$ cat config.mk
export PLATFORM = sky130hd
export DESIGN_NAME = link_quality_monitor
export DESIGN_NICKNAME = d
export VERILOG_FILES = /design/src/design/link_quality_monitor_pkg.sv /design/src/design/link_quality_monitor.sv /design/src/design/threshold_check.sv
export VERILOG_INCLUDE_DIRS = /design/src /design/src/design
export SDC_FILE = /design/constraint.sdc
export NUM_CORES = 1
export LEC_CHECK = 0
export ABC_AREA = 1
export BUFFER_PORTS_ARGS = -buffer_cell sky130_fd_sc_hd__buf_4
export CAP_MARGIN = 30
export CORE_ASPECT_RATIO = 0.8
export CORE_MARGIN = 8
export CORE_UTILIZATION = 30
export DETAILED_ROUTE_END_ITERATION = 8
export PLACE_DENSITY_LB_ADDON = 0.1
export SETUP_SLACK_MARGIN = 0.15
export SKIP_CTS_REPAIR_TIMING = 1
export SLEW_MARGIN = 15
export SYNTH_ARGS = -nofsm -noshare
export SYNTH_HDL_FRONTEND = slang
export SYNTH_SLANG_ARGS = --single-unit
$ cat constraint.sdc
create_clock -name sys_clk -period 4.39 [get_ports sys_clk]
set_clock_uncertainty 0.15 [all_clocks]
set_input_delay 0.2195 -clock sys_clk [delete_from_list [all_inputs] [get_ports sys_clk]]
set_output_delay 0.2195 -clock sys_clk [all_outputs]
set_load 0.02 [all_outputs]
$ cat src/design/link_quality_monitor_defines.svh
// Operation
// - monitor runs only when enabled with 100 Mb link
// - high threshold at max or low threshold at min never flags
// - violation raises interrupt when mask enables it
// - monitor register read clears warnings, re-arms interrupt
// - bit 14 restarts on frequency control violation
// - bit 13 restarts on frequency offset violation
// - bit 11 restarts on digital gain violation
// - bit 10 restarts on equalizer coefficient violation
// - restart drops link when signal detect option clear
// - bits 9/8 flag frequency control high/low
// - bits 7/6 flag frequency offset high/low
// - bits 5/4 flag baseline wander high/low
// - bits 3/2 flag digital gain high/low
// - bits 1/0 flag equalizer coefficient high/low
// - warning bits read-only, reset zero, cleared on read
// - 3-bit parameter select decodes five parameters
// - threshold select: 0 low, 1 high
`ifndef LINK_QUALITY_MONITOR_DEFINES_SVH
`define LINK_QUALITY_MONITOR_DEFINES_SVH

`define LQM_CTRL_IDX     6'h1D
`define THR_ACCESS_IDX   6'h1E
`define IRQ_STATUS_IDX   6'h20
`define IRQ_MASK_IDX     6'h21
`define PCS_CONFIG_IDX   6'h22

`define NUM_PARAMS       5
`define PARAM_W          8
`define MON_EN_BIT       15
`define RESTART_LSB      10
`define WARN_MSB         9
`define THR_WRITE_BIT    12
`define PSEL_MSB         11
`define PSEL_LSB         9
`define TSEL_BIT         8
`define THR_DATA_MSB     7
`define SIGNAL_DETECT_OPTION_BIT    8
`define IRQ_LQ_BIT       0
`define IRQ_RESTART_BIT  1
`define PSEL_LAST        3'h4

`define THR_MAX          8'hFF
`define THR_MIN          8'h00
`define CTRL_RST         6'h00
`define WARN_RST         10'h000
`define IRQ_RST          2'h0
`define SIGNAL_DETECT_OPTION_RST    1'b0

`endif

$ cat src/design/link_quality_monitor_pkg.sv
`include "link_quality_monitor_defines.svh"
package link_quality_monitor_pkg;

    typedef logic [`PARAM_W-1:0] param_t;

    typedef struct packed {
        logic        cyc;
        logic        stb;
        logic        we;
        logic [7:0]  adr;
        logic [3:0]  sel;
        logic [31:0] dat;
    } wb_req_t;

    typedef struct packed {
        logic        ack;
        logic [31:0] dat;
    } wb_rsp_t;

    // last field lands at index 0 when viewed as an array
    typedef struct packed {
        param_t freq_control;
        param_t freq_offset;
        param_t baseline_wander;
        param_t digital_gain;
        param_t equalizer_coef;
    } dsp_params_t;

    typedef enum logic [2:0] {
        SEL_EQUALIZER_COEF  = 3'h0,
        SEL_DIGITAL_GAIN    = 3'h1,
        SEL_BASELINE_WANDER = 3'h2,
        SEL_FREQ_OFFSET     = 3'h3,
        SEL_FREQ_CONTROL    = 3'h4
    } parameter_select_t;

    typedef struct packed {
        logic dsp_reset;
        logic restart_adapt;
        logic link_drop;
    } dsp_ctrl_t;

    typedef struct packed {
        logic                                   ack;
        logic [31:0]                            rdata;
        logic [5:0]                             ctrl;
        logic [9:0]                             warn;
        logic                                   armed;
        logic [1:0]                             irq_status;
        logic [1:0]                             irq_mask;
        logic                                   signal_detect_option;
        parameter_select_t                      param_sel;
        logic                                   thr_sel;
        logic [`NUM_PARAMS-1:0][`PARAM_W-1:0]   thr_lo;
        logic [`NUM_PARAMS-1:0][`PARAM_W-1:0]   thr_hi;
        logic                                   irq;
        dsp_ctrl_t                              dsp;
    } state_t;

endpackage

$ cat src/design/link_quality_monitor.sv
// The implementer's own choice: the Wishbone slave port.
`timescale 1ns/10ps
`include "link_quality_monitor_defines.svh"
module link_quality_monitor
(
    input  wire logic                                  sys_clk,
    input  wire logic                                  reset,
    input  wire link_quality_monitor_pkg::wb_req_t     wb_req,
    output link_quality_monitor_pkg::wb_rsp_t          wb_rsp,
    input  wire logic                                  link_up_100,
    input  wire link_quality_monitor_pkg::dsp_params_t params,
    output logic                                       irq,
    output link_quality_monitor_pkg::dsp_ctrl_t        dsp_ctrl
);
    import link_quality_monitor_pkg::*;

    localparam state_t STATE_INIT = '{
        ack:        1'b0,
        rdata:      32'h0000_0000,
        ctrl:       `CTRL_RST,
        warn:       `WARN_RST,
        armed:      1'b1,
        irq_status: `IRQ_RST,
        irq_mask:   `IRQ_RST,
        signal_detect_option:  `SIGNAL_DETECT_OPTION_RST,
        param_sel:  SEL_EQUALIZER_COEF,
        thr_sel:    1'b0,
        thr_lo:     {`NUM_PARAMS{`THR_MIN}},
        thr_hi:     {`NUM_PARAMS{`THR_MAX}},
        irq:        1'b0,
        dsp:        3'h0
    };

    state_t                               st_reg;
    state_t                               st_next;
    logic [`NUM_PARAMS-1:0][`PARAM_W-1:0] pv;
    logic                                 monitor_active;
    logic [9:0]                           viol;
    logic [9:0]                           new_warn;
    logic [`NUM_PARAMS-1:0]               restart_req;
    logic                                 restart_any;
    logic                                 lq_event;
    logic                                 req_new;
    logic [5:0]                           idx;
    logic                                 read_clear;
    logic                                 thr_go;
    logic [2:0]                           thr_wsel;
    logic                                 thr_whigh;
    logic [`PARAM_W-1:0]                  thr_wdata;
    logic [`PARAM_W-1:0]                  thr_rd;
    logic [1:0]                           irq_set;

    assign pv = params;

    assign monitor_active = st_reg.ctrl[`MON_EN_BIT-`RESTART_LSB] & link_up_100;

    // a warning that is already latched cannot retrigger a restart
    assign new_warn = viol & ~st_reg.warn;

    genvar g;
    generate
        for (g = 0; g < `NUM_PARAMS; g++) begin : g_param
            threshold_check u_check (
                .value     (pv[g]),
                .thr_low   (st_reg.thr_lo[g]),
                .thr_high  (st_reg.thr_hi[g]),
                .active    (monitor_active),
                .high_viol (viol[2*g+1]),
                .low_viol  (viol[2*g])
            );

            assign restart_req[g] = st_reg.ctrl[g] & (new_warn[2*g+1] | new_warn[2*g]);

        end
    endgenerate

    assign restart_any = |restart_req;
    assign irq_set     = {restart_any, lq_event};
    assign lq_event    = st_reg.armed & (|viol);

    always_comb begin
        thr_rd = `THR_MIN;
        if (st_reg.param_sel <= `PSEL_LAST) begin
            thr_rd = st_reg.thr_sel ? st_reg.thr_hi[st_reg.param_sel]
                                    : st_reg.thr_lo[st_reg.param_sel];
        end
    end

    always_comb begin
        st_next    = st_reg;
        read_clear = 1'b0;
        thr_go     = 1'b0;
        thr_wsel   = st_reg.param_sel;
        thr_whigh  = st_reg.thr_sel;
        thr_wdata  = wb_req.dat[`THR_DATA_MSB:0];
        idx        = wb_req.adr[7:2];
        req_new    = wb_req.cyc & wb_req.stb & ~st_reg.ack;

        st_next.ack = req_new;
        st_next.dsp = 3'h0;

        if (req_new) begin
            st_next.rdata = 32'h0000_0000;
            if (idx == `LQM_CTRL_IDX) begin
                st_next.rdata = {16'h0000, st_reg.ctrl, st_reg.warn};
                if (wb_req.we && wb_req.sel[1]) begin
                    st_next.ctrl = wb_req.dat[`MON_EN_BIT:`RESTART_LSB];
                end
                read_clear = ~wb_req.we;
            end else if (idx == `THR_ACCESS_IDX) begin
                // write strobe bit always reads back as zero
                st_next.rdata = {16'h0000, 3'h0, 1'b0, st_reg.param_sel, st_reg.thr_sel, thr_rd};
                if (wb_req.we && wb_req.sel[1]) begin
                    thr_wsel          = wb_req.dat[`PSEL_MSB:`PSEL_LSB];
                    thr_whigh         = wb_req.dat[`TSEL_BIT];
                    st_next.param_sel = parameter_select_t'(thr_wsel);
                    st_next.thr_sel   = thr_whigh;
                    // data byte must be enabled for the store to happen
                    thr_go = wb_req.dat[`THR_WRITE_BIT] & wb_req.sel[0]
                             & (thr_wsel <= `PSEL_LAST);
                end
            end else if (idx == `IRQ_STATUS_IDX) begin
                st_next.rdata = {30'h0000_0000, st_reg.irq_status};
            end else if (idx == `IRQ_MASK_IDX) begin
                st_next.rdata = {30'h0000_0000, st_reg.irq_mask};
                if (wb_req.we && wb_req.sel[0]) begin
                    st_next.irq_mask = wb_req.dat[1:0];
                end
            end else if (idx == `PCS_CONFIG_IDX) begin
                st_next.rdata = {23'h00_0000, st_reg.signal_detect_option, 8'h00};
                if (wb_req.we && wb_req.sel[1]) begin
                    st_next.signal_detect_option = wb_req.dat[`SIGNAL_DETECT_OPTION_BIT];
                end
            end
        end

        if (thr_go) begin
            if (thr_whigh) begin
                st_next.thr_hi[thr_wsel] = thr_wdata;
            end else begin
                st_next.thr_lo[thr_wsel] = thr_wdata;
            end
        end

        // sticky warnings, set wins over read clear
        st_next.warn = (st_reg.warn & ~{10{read_clear}}) | viol;

        // one interrupt per read cycle; the read hands back the arm
        if (lq_event) begin
            st_next.armed = 1'b0;
        end else if (read_clear) begin
            st_next.armed = 1'b1;
        end

        // status is write-one-to-clear; a same-cycle event survives
        if (req_new && wb_req.we && wb_req.sel[0] && idx == `IRQ_STATUS_IDX) begin
            st_next.irq_status = st_reg.irq_status & ~wb_req.dat[1:0];
        end
        st_next.irq_status = st_next.irq_status | irq_set;

        st_next.irq = |(st_next.irq_status & st_next.irq_mask);

        st_next.dsp.dsp_reset     = restart_any;
        st_next.dsp.restart_adapt = restart_any;
        // link drop unless signal detect option
        st_next.dsp.link_drop     = restart_any & ~st_reg.signal_detect_option;
    end

    always_ff @(posedge sys_clk or posedge reset) begin
        if (reset) begin
            st_reg <= STATE_INIT;
        end else begin
            st_reg <= st_next;
        end
    end

    assign wb_rsp.ack = st_reg.ack;
    assign wb_rsp.dat = st_reg.rdata;
    assign irq        = st_reg.irq;
    assign dsp_ctrl   = st_reg.dsp;
endmodule

$ cat src/design/threshold_check.sv
`timescale 1ns/10ps
`include "link_quality_monitor_defines.svh"
module threshold_check
(
    input  wire logic [`PARAM_W-1:0] value,
    input  wire logic [`PARAM_W-1:0] thr_low,
    input  wire logic [`PARAM_W-1:0] thr_high,
    input  wire logic                active,
    output logic                     high_viol,
    output logic                     low_viol
);
    assign high_viol = active && (thr_high != `THR_MAX) && (value > thr_high);
    assign low_viol  = active && (thr_low != `THR_MIN) && (value < thr_low);
endmodule

Word level (Yosys, flattened, before mapping):

Index checks and enable logic that the tools add are counted.

* flip-flop bits (word level): 142
* output and inout port bits: 37
* logic and storage cells: 165

* order comparisons: 15
* eq/ne operators: 10
* mux-type cells: 43
* bitwise logic cells: 34
* reductions and logical operators: 40

Operators with widths (count)
* bitwise mux 40 bit: 2
* binary-select mux 8 bit (select 3 bit): 2
* greater-than comparator 8 bit: 5
* less-than comparator 8 bit: 5
* two-way mux 8 bit: 5
* inequality test 8 bit (second input constant): 5
* nonzero test 8 bit: 5
* two-way mux 9 bit: 3
* logical AND 1 bit: 26
* demux 8 bit (select 3 bit): 1
* AND 10 bit: 2
* NOT 10 bit: 2
* equality test 6 bit (second input constant): 3
* two-way mux 3 bit: 6
* two-way mux 16 bit: 1
* two-way mux 1 bit: 15
* two-way mux 7 bit: 2
* AND 1 bit: 12
* equality test 6 x 5 -> 1 bit (second input constant): 2
* two-way mux 12 bit: 1
* bitwise OR 10 bit: 1
* OR reduction 10 bit: 1
* less-than comparator 3 x 4 -> 1 bit (second input constant): 2
* two-way mux 4 bit: 2
* other kinds (15): 31

Logic depth before layout (Yosys ltp):

Gate-level depths: netlist (run 1).

* word-level depth: 10
* gate-level depth with buffers: 17
* gate-level depth less buffers: 17

Modules after synthesis:

Synthesis (run 1) repeated with hierarchy kept, for this count alone.

* cell total of the unflattened synthesis: 1237
* area, all modules: 9263.9 um2

Modules (own cells, without submodules)
* link_quality_monitor: instances 1, cells an instance 808, area each 6852.8 um2
* threshold_check (g_param[0].u_check ...): instances 3, cells an instance 87, area each 486.7 um2
* threshold_check (g_param[3].u_check ...): instances 2, cells an instance 84, area each 475.5 um2

Worst setup path after synthesis (run 1):

OpenSTA, ideal clock, no wires.

* path kind: flip-flop to flip-flop
* from: register st_reg[39] (netlist name)
* to: register st_reg, in the netlist irq
* library setup time: 117 ps
* data arrival time: 1788 ps
* required time: 4123 ps
* path slack: 2336 ps
* stages on the path, launching flop included: 13
* buffers on the path: 0
* cells stage by stage: dfstp_2 inv_1 ha_1 a21oi_1 nand2_1 o21bai_1 nand2_1 nand2_1 nor2_1 o21ai_0 nand3_1 nand2_1 nand2_1

RTL lines
* start: declaration: RTL line link_quality_monitor.sv:34 `state_t st_reg;`
* start signal: assignment: RTL line link_quality_monitor.sv:173 `st_reg <= st_next;`

Worst setup path after layout (run 1):

* from: input port wb_req[45] (netlist name)
* to: register st_reg[34] (netlist name)

* cells in the longest elaborated chain, start to end: 8
* elaborated cells on any way between the ends: 12
* those cells by class: order compare (2); mux (6); bitwise (2); reduce/logical (2)

Ends and longest elaborated chain
* start: declaration: RTL line link_quality_monitor.sv:8 `input wire link_quality_monitor_pkg::wb_req_t wb_req,`
* AND 1 bit * (2 in series): RTL line link_quality_monitor.sv:97 `req_new = wb_req.cyc & wb_req.stb & ~st_reg.ack;`
* named net req_new: RTL line link_quality_monitor.sv:43 `logic req_new;`
* two-way mux 3 bit: RTL line link_quality_monitor.sv:102 `if (req_new) begin`
* less-than comparator 3 x 4 -> 1 bit (not written as such) / >= comparator 3 x 1 -> 1 bit (equally long branches): RTL line link_quality_monitor.sv:139 `st_next.thr_hi[thr_wsel] = thr_wdata;`
* logical AND 1 bit (not written as such): RTL line link_quality_monitor.sv:139
* two-way mux 8 bit (not written as such): RTL line link_quality_monitor.sv:139
* demux 8 bit (select 3 bit): RTL line link_quality_monitor.sv:139
* bitwise mux 40 bit: RTL line link_quality_monitor.sv:139

The timed path passes the listed nets; every way through them passes the cells marked *.
A chain may end at the register's enable or synchronous reset.

==> results_tabular.tex, run 1 <==
\begin{tabular}{lr}
\hline
Metric & Value \\
\hline
\multicolumn{2}{l}{\textbf{Status}} \\
\quad Outcome & finished, final reports clean \\
\multicolumn{2}{l}{\textbf{Floorplan}} \\
\quad Placeable Area & 27400 µm² \\
\quad Die area & between 30000 and 40000 µm² \\
\quad I/O pin count & between 100 and 150 \\
\quad Die height & around 170 µm \\
\quad Placement row count & 54 \\
\quad Effective utilization at floorplan & roughly 31\% \\
\quad Horizontal die dimension & $\sim$200 µm \\
\multicolumn{2}{l}{\textbf{STA}} \\
\quad Tightest slew margin relative to the limit & between 30\% and 40\% \\
\quad Final setup viols & 0 \\
\quad Final number of max-transition violations & 0 \\
\quad Setup repair after global routing missed its margin & no \\
\quad Final clock period utilization by the worst path & 74.0\% \\
\quad Final hold violations & 0 \\
\quad Pin slew with the least headroom to its limit & between 0.9 and 1 ns \\
\quad Setup\_tns & 0 ns \\
\quad Post-layout minimum cycle time & 3.25 ns \\
\quad Fmax & slightly above 300 MHz \\
\multicolumn{2}{l}{\textbf{GRT}} \\
\quad Antenna violations before repair & 0 \\
\quad First-pass GRT wire length & roughly 42000 µm \\
\quad Largest net degree at the start of global routing & slightly below 70 \\
\quad Tot GR Track Use & about 16\% \\
\quad Vias in the first global route & 7000 \\
\quad Aggregate global routing overflow & 0 \\
\multicolumn{2}{l}{\textbf{Synthesis}} \\
\quad Mapped Area & about 8400 µm² \\
\quad Most used flip-flop cell after synthesis & dfrtp\_1 \\
\quad Async SR Flop Fraction & 100\% \\
\quad Most instantiated library cell after synthesis & nand2\_1 \\
\quad Biggest area consumer among synthesized cells & dfrtp\_1 \\
\quad Leading cell types by count after synthesis & nand2\_1 (289), inv\_1 (144), o21ai\_0 (86), dfrtp\_1 (85), ha\_1 (75) \\
\quad Fraction of synthesized cell area taken by the top area cell type & approximately a quarter \\
\quad Cells after Synth & 1088 \\
\quad Post-Syn Area per Cell & between 7 and 8 µm² \\
\quad Synth top area cells & dfrtp\_1 (25\%), nand2\_1 (13\%), dfstp\_2 (13\%) \\
\quad Number of flops mapped to enable cells by yosys & 0 \\
\quad Count of state elements after synthesis & between 100 and 150 \\
\quad Number of library cell types mapped by synthesis & 41 \\
\quad Yosys warns & 0 \\
\quad Share of synthesized area occupied by flip-flops and latches & 38.2\% \\
\multicolumn{2}{l}{\textbf{Finish}} \\
\quad \# diodes & 0 \\
\quad Number of standard cells in the final layout excluding fillers & 1543 \\
\quad Filler cells & 2887 \\
\quad Fraction of final layout cells sized beyond drive strength 1 & a little under a fifth \\
\quad Synth-to-Final Area Change & 18.9\% \\
\quad Final cell utilization of the core & around 36\% \\
\quad Final-stage net count & roughly 1300 \\
\quad Max reg flops & 106 \\
\multicolumn{2}{l}{\textbf{CTS}} \\
\quad Clock slew at the register clock pins of the worst setup and hold paths & 0.07 ns \\
\quad Root buf cell & clkbuf\_16 \\
\quad Sink Count & 126 \\
\quad Clock tree from TritonCTS & done \\
\quad Clock insertion delay at the later pin of the skew report & $\sim$0.42 ns \\
\quad Number of H-tree levels & 4 \\
\quad Number of clock buffers inserted by TritonCTS & 17 \\
\quad Worst-case clock buffer depth & 2 \\
\multicolumn{2}{l}{\textbf{Drt}} \\
\quad Total DRC errors in the routed layout & 0 \\
\quad Vias after detailed routing & slightly above 7000 \\
\quad Wire length reported by the detailed router & roughly 27000 µm \\
\quad Antenna-violating nets left & 0 \\
\quad Number of optimization iterations in the first detailed-route pass & 5 \\
\quad Number of DRC violations after detailed-routing iteration 0 & $\sim$400 \\
\quad Post-DR vias/cell & $\sim$4.6 \\
\quad Routed wire length per instance & around 18 µm \\
\multicolumn{2}{l}{\textbf{Power and ir drop}} \\
\quad Worst-case vdd ir drop & between 0.2 and 0.3 mV \\
\quad Power density relative to cell area & just over 300 nW/µm² \\
\quad LEAKAGE & around 4.6 nW \\
\multicolumn{2}{l}{\textbf{Placed design}} \\
\quad HPWL after detailed placement & about 21000 µm \\
\quad Weighted congestion reported at the end of routability-driven placement & roughly 0.85 \\
\quad DP Cell Count & roughly 1500 \\
\quad Count of input and output buffers & 90 \\
\multicolumn{2}{l}{\textbf{Hold path}} \\
\quad Hold crit path type & primary input to register \\
\multicolumn{2}{l}{\textbf{Setup path}} \\
\quad Start-to-end type of the worst setup path & primary input to register \\
\quad Signal arrival time at the worst endpoint & 3.43 ns \\
\quad Element type at the critical path end & register \\
\quad Maximum fanout along the worst path & 16 \\
\quad Startpoint Class & primary input \\
\quad Required time at the worst-slack endpoint & 4.57 ns \\
\multicolumn{2}{l}{\textbf{Flow run}} \\
\quad Number of max-cap violations & 0 \\
\hline
\end{tabular}
[metrics by stage]
stage	hold slack [ns]	setup WS [ns]	area, µm²	power, mW
after floorplan	0.190	0.732	8440	1.38
after global placement	0.269	1.56	9190	1.50
after detailed placement	0.273	1.57	9190	1.50
after CTS	-0.161	1.56	9840	3.12
after global routing	0.102	0.841	9960	3.21
final	0.0798	1.14	9960	3.09
[cell usage in the layout (no fill, tap or decap), types with 39 or more instances in the layout]
cell and count:
nand2_1 289, inv_1 143, buf_4 93, o21ai_0 86
dfrtp_1 85, ha_1 75, nor2_1 71, a21oi_1 62
dfstp_2 41, o21ai_1 39
[cells by family (layout without fill, tap and decap cells)]
| logic type | after synthesis | in the layout | synth area share [%] |
|---|---|---|---|
| AO/OA/AOI/OAI | 240 | 240 | 16.4 |
| adder cells (fa/ha/maj) | 75 | 75 | 11.2 |
| buffers and inverters | 209 | 285 | 11.7 |
| flip-flops | 126 | 126 | 38.2 |
| multiplexers | 6 | 6 | 0.806 |
| other | 1 | 16 | 0.0447 |
| AND/OR/NAND/NOR | 431 | 431 | 21.6 |
[power breakdown]
| group | switching, mW | internal [mW] | total, mW | leakage [nW] |
|---|---|---|---|---|
| sequential | 0.0125 | 1.18 | 1.19 | 1.54 |
| combinational | 0.184 | 0.110 | 0.295 | 2.74 |
| clock | 0.591 | 1.02 | 1.61 | 0.319 |
[path summary, 6_finish.rpt]
path / cells after the start / from / end / slack, ns
max in group asynchronous: 4 / reset / st_reg[37] / 2.88
hold reg to reg: 1 / st_reg[88] / dsp_ctrl[0] / 0.28
setup reg to reg: 9 / st_reg[85] / wb_rsp[1] / 1.47
min in group asynchronous: 3 / reset / st_reg[44] / 0.35
setup / recovery: 12 / wb_req[45] / st_reg[34] / 1.14
hold / removal: 6 / wb_req[38] / st_reg[88] / 0.08
[area by class of cell]
type / count / area, µm² / share of cell area, %
clock buffer: 17 / 425 / 4.27
clock inverter: 15 / 233 / 2.34
inverter: 147 / 554 / 5.56
multi-input combinational: 768 / 4250 / 42.7
sequential: 126 / 3200 / 32.2
tap: 364 / 455 / 4.57
timing repair buffer: 106 / 838 / 8.41
[per-layer routing]
metal	GRT usage [%]	routed length [µm]	vias up
li1	-	-	3656
met4	4.90	525	0
met5	0	0	-
met1	23.4	13900	3276
met2	24.9	11900	120
met3	2.91	967	34
[worst max-delay path, cell delays in order]
cell           delay, ns
dlygate4sd3_1       0.52
buf_4               0.10
nand2_1             0.03
dlygate4sd3_1       0.58
nor2_4              0.15
nand3_4             0.15
nor2_8              0.20
nand2_1             0.11
nor2_1              0.54
nand2_1             0.54
nand2_1             0.20
o21ai_2             0.07
Power figures use the tool's default switching activity.
==> inputs of run 2 (changes only) <==
ABC_AREA = 0   (was 1)
clock period = 2.73 ns   (was 4.39 ns; I/O delays follow)
==> run 2 against run 1 <==
The flow now finishes with violations (negative setup slack); global-route usage fell by 0.73 points; routed wire length fell by 6.7%; critical path depth rose by 1; flip-flop and latch count did not move; clock power rose by 41%; synthesized cell count fell by 27%; non-clock buffer count rose by 45; combinational power rose by 57%; worst hold slack got worse by 0.073 ns; largest power group unchanged; highest routed layer unchanged.
==> results_tabular.tex, run 2 <==
\begin{tabular}{lr}
\hline
Metric & Value \\
\hline
\multicolumn{2}{l}{\textbf{Status}} \\
\quad Outcome & finished with violations \\
\quad Violations in the final reports & negative setup slack \\
\multicolumn{2}{l}{\textbf{Setup path}} \\
\quad Length in cells of the worst reg-to-reg path & 13 (+4) \\
\quad Element type at the critical path end & register \\
\quad Worst stage delay on the critical path & 0.53 ns (-0.05 ns) \\
\quad Cell with the largest stage delay on the worst path & dfstp\_2 \\
\quad Start-to-end type of the worst setup path & register to register \\
\quad CP dominant cell by count & buf\_4 \\
\quad R2r endpoint & irq \\
\quad List of cells traversed by the critical path & inv\_2 > ha\_4 > nor2b\_1 > o31ai\_1 > a21oi\_1 > o31ai\_2 > buf\_4 > buf\_6 > o32ai\_2 > nor4\_2 > buf\_4 > nand2\_2 > a22o\_1 \\
\quad Buffers and inverters on the worst path & 4 (+1) \\
\quad Reg2Reg Setup Slack & -0.13 ns (-1.60 ns) \\
\quad Worst r2r src & st\_reg[29] \\
\quad Cell family with most CP delay & compound AO/OA/AOI/OAI gates \\
\quad Required time at the worst-slack endpoint & 2.90 ns (-1.67 ns) \\
\quad Maximum fanout along the worst path & 3 (-13) \\
\quad Signal arrival time at the worst endpoint & 3.03 ns (-0.40 ns) \\
\quad Startpoint Class & register \\
\multicolumn{2}{l}{\textbf{Drt}} \\
\quad Post-DR vias/cell & 4.83 (+5.2\%) \\
\quad Antenna-violating nets left & 0 (unchanged) \\
\quad Number of optimization iterations in the first detailed-route pass & 6 (+1) \\
\quad Wire length reported by the detailed router & 25400 µm (-6.7\%) \\
\quad Vias after detailed routing & 6228 (-12\%) \\
\quad Number of DRC violations after detailed-routing iteration 0 & 330 (-17\%) \\
\quad Total DRC errors in the routed layout & 0 (unchanged) \\
\quad Routed wire length per instance & 19.7 µm (+12\%) \\
\multicolumn{2}{l}{\textbf{CTS}} \\
\quad Worst-case clock buffer depth & 2 (unchanged) \\
\quad Sink Count & 126 (unchanged) \\
\quad Number of clock buffers inserted by TritonCTS & 17 (unchanged) \\
\quad Root buf cell & clkbuf\_16 \\
\quad Clock slew at the register clock pins of the worst setup and hold paths & 0.06 ns (about the same) \\
\quad Number of H-tree levels & 4 (unchanged) \\
\quad Clock tree from TritonCTS & done \\
\quad Clock insertion delay at the later pin of the skew report & 0.43 ns (about the same) \\
\multicolumn{2}{l}{\textbf{Floorplan}} \\
\quad Placeable Area & 26400 µm² (-3.5\%) \\
\quad Die height & 163 µm (-1.6\%) \\
\quad Die area & 32500 µm² (-3.2\%) \\
\quad Effective utilization at floorplan & 30.7\% (about the same) \\
\quad I/O pin count & 127 (unchanged) \\
\quad Placement row count & 53 (-1.9\%) \\
\quad Horizontal die dimension & 200 µm (-1.6\%) \\
\multicolumn{2}{l}{\textbf{Finish}} \\
\quad Leading cell types in the layout, fill and taps excluded & buf\_4 (128), dfrtp\_1 (85), inv\_1 (83) \\
\quad Fraction of final layout cells sized beyond drive strength 1 & 33.6\% (+15 points) \\
\quad Most common cell after layout, fill and taps aside & buf\_4 \\
\quad Max reg flops & 106 (unchanged) \\
\quad \# diodes & 0 (unchanged) \\
\quad Non-Filler Cell Area, Final & 10100 µm² (+1.1\%) \\
\quad Synth-to-Final Area Change & 24.4\% \\
\quad Final-stage net count & 1084 (-19\%) \\
\quad Final cell utilization of the core & 38.1\% (+1.7 points) \\
\multicolumn{2}{l}{\textbf{Hold path}} \\
\quad Worst hold path depth & 4 (-2) \\
\quad Hold Path Sink & wb\_rsp[0] \\
\quad Hold crit path type & primary input to register \\
\quad Hold\_sp & wb\_req[39] \\
\multicolumn{2}{l}{\textbf{STA}} \\
\quad Setup\_tns & -0.297 ns (-0.297 ns) \\
\quad Fmax & about 350 MHz \\
\quad Hold\_ws & 0.00655 ns (-0.0733 ns) \\
\quad Final number of max-transition violations & 0 (unchanged) \\
\quad Final clock period utilization by the worst path & 105\% \\
\quad Final critical-path setup slack & -0.129 ns (-1.27 ns) \\
\quad Final hold violations & 0 (unchanged) \\
\quad Tightest slew margin relative to the limit & 51.1\% (+12 points) \\
\quad Pin slew with the least headroom to its limit & 0.733 ns (-0.174 ns) \\
\quad Post-layout minimum cycle time & between 2 and 3 ns \\
\quad Setup repair after global routing missed its margin & yes \\
\quad Final setup viols & 4 (+4) \\
\multicolumn{2}{l}{\textbf{Synthesis}} \\
\quad Most used flip-flop cell after synthesis & dfrtp\_1 \\
\quad Yosys warns & 0 (unchanged) \\
\quad Leading cell types by count after synthesis & dfrtp\_1 (85), inv\_1 (85), nand2\_1 (79), ha\_1 (75), mux2\_2 (54) \\
\quad Number of library cell types mapped by synthesis & 55 (+34\%) \\
\quad Mapped Area & 8090 µm² (-3.5\%) \\
\quad Count of state elements after synthesis & 126 (unchanged) \\
\quad Share of synthesized area occupied by flip-flops and latches & 39.6\% (+1.4 points) \\
\quad Async SR Flop Fraction & 100\% (unchanged) \\
\quad Number of flops mapped to enable cells by yosys & 0 (unchanged) \\
\quad Synth top area cells & dfrtp\_1 (26\%), dfstp\_2 (13\%), ha\_1 (12\%) \\
\quad Biggest area consumer among synthesized cells & dfrtp\_1 \\
\quad Fraction of synthesized cell area taken by the top area cell type & 26.3\% (+0.91 points) \\
\quad Cells after Synth & 799 (-27\%) \\
\quad Post-Syn Area per Cell & 10.1 µm² (+31\%) \\
\multicolumn{2}{l}{\textbf{GRT}} \\
\quad Vias in the first global route & 6229 (-11\%) \\
\quad Aggregate global routing overflow & 0 (unchanged) \\
\quad Antenna violations before repair & 0 (unchanged) \\
\quad Tot GR Track Use & 15.7\% (-0.73 points) \\
\quad Largest net degree at the start of global routing & 127 (+87\%) \\
\quad First-pass GRT wire length & 38200 µm (-8.3\%) \\
\multicolumn{2}{l}{\textbf{Power and ir drop}} \\
\quad LEAKAGE & 4.69 nW (+2.1\%) \\
\quad Worst-case vdd ir drop & 0.395 mV (+53\%) \\
\quad Power density relative to cell area & 462 nW/µm² (+49\%) \\
\multicolumn{2}{l}{\textbf{Flow run}} \\
\quad Number of max-cap violations & 0 (unchanged) \\
\multicolumn{2}{l}{\textbf{Placed design}} \\
\quad HPWL after detailed placement & 19400 µm (-7.6\%) \\
\quad Placed standard-cell area & 9200 µm² (+0.15\%) \\
\quad Count of input and output buffers & 90 (unchanged) \\
\quad Weighted congestion reported at the end of routability-driven placement & 0.793 (-6.4\%) \\
\hline
\end{tabular}
==> run 2: cell types whose count changed after synthesis, moves of 39 or more <==
cell     previous run  this run
o21ai_1            39         0
o21ai_0            86        44
a21oi_1            62        21
mux2_2              6        54
inv_1             144        85
nand2_1           289        79
==> run 2: worst register-to-register path, stage by stage, from the launching register on <==
cell	delay (ns)
dfstp_2	0.53
inv_2	0.05
ha_4	0.21
nor2b_1	0.13
o31ai_1	0.25
a21oi_1	0.13
o31ai_2	0.30
buf_4	0.19
buf_6	0.09
o32ai_2	0.06
nor4_2	0.27
buf_4	0.18
nand2_2	0.05
a22o_1	0.17
==> run 2: how the worst max path moves through the flow <==
stage / cells past startpoint / to / slack, ns / from
after floorplan: 10 / irq / 0.19 / st_reg[13]
after detailed placement: 12 / irq / -0.20 / st_reg[13]
after global routing: 13 / irq / -0.30 / st_reg[29]
final: 13 / irq / -0.13 / st_reg[29]
after CTS: 12 / irq / -0.22 / st_reg[13]
after global placement: 12 / irq / -0.21 / st_reg[13]
==> run 2: metrics by stage <==
step           instances  setup slack (ns)  power, mW
2_1_floorplan        814             0.186       2.21
3_3_place_gp        1234            -0.208       2.39
3_5_place_dp        1234            -0.204       2.40
4_1_cts             1266            -0.216       4.70
5_1_grt             1289            -0.302       4.86
6_report            1289            -0.129       4.65
==> run 2: routing by layer <==
layer,vias up,global-route usage [%],share of wire (%)
met5,-,0,0
li1,3037,-,-
met1,3063,23.1,52
met3,18,2.87,3.9
met2,110,23.3,44
met4,0,3.37,0.78
==> run 2: cell families after synthesis <==
kind of cell    after synthesis  share of synthesized area (%)
simple gates                225                           13.8
buf+inv                     153                           8.92
flops                       126                           39.6
compound gates              121                           9.45
mux                          98                           16.5
fa+ha+maj                    75                           11.6
other cells                   1                         0.0463
==> run 2: where the power goes <==
| group | leakage (nW) | internal (mW) | switching [mW] |
|---|---|---|---|
| clock | 0.281 | 1.35 | 0.921 |
| sequential | 1.60 | 1.90 | 0.0236 |
| combinational | 2.81 | 0.194 | 0.268 |
| total | 4.69 | 3.44 | 1.21 |
==> run 2: cell type report <==
cell class	instances	area (µm²)
Inverter	88	335
Fill cell	2718	16300
Timing Repair Buffer	151	1210
Clock buffer	19	433
Tap cell	357	447
Sequential cell	126	3200
Clock inverter	13	144
Multi-Input combinational cell	535	4290
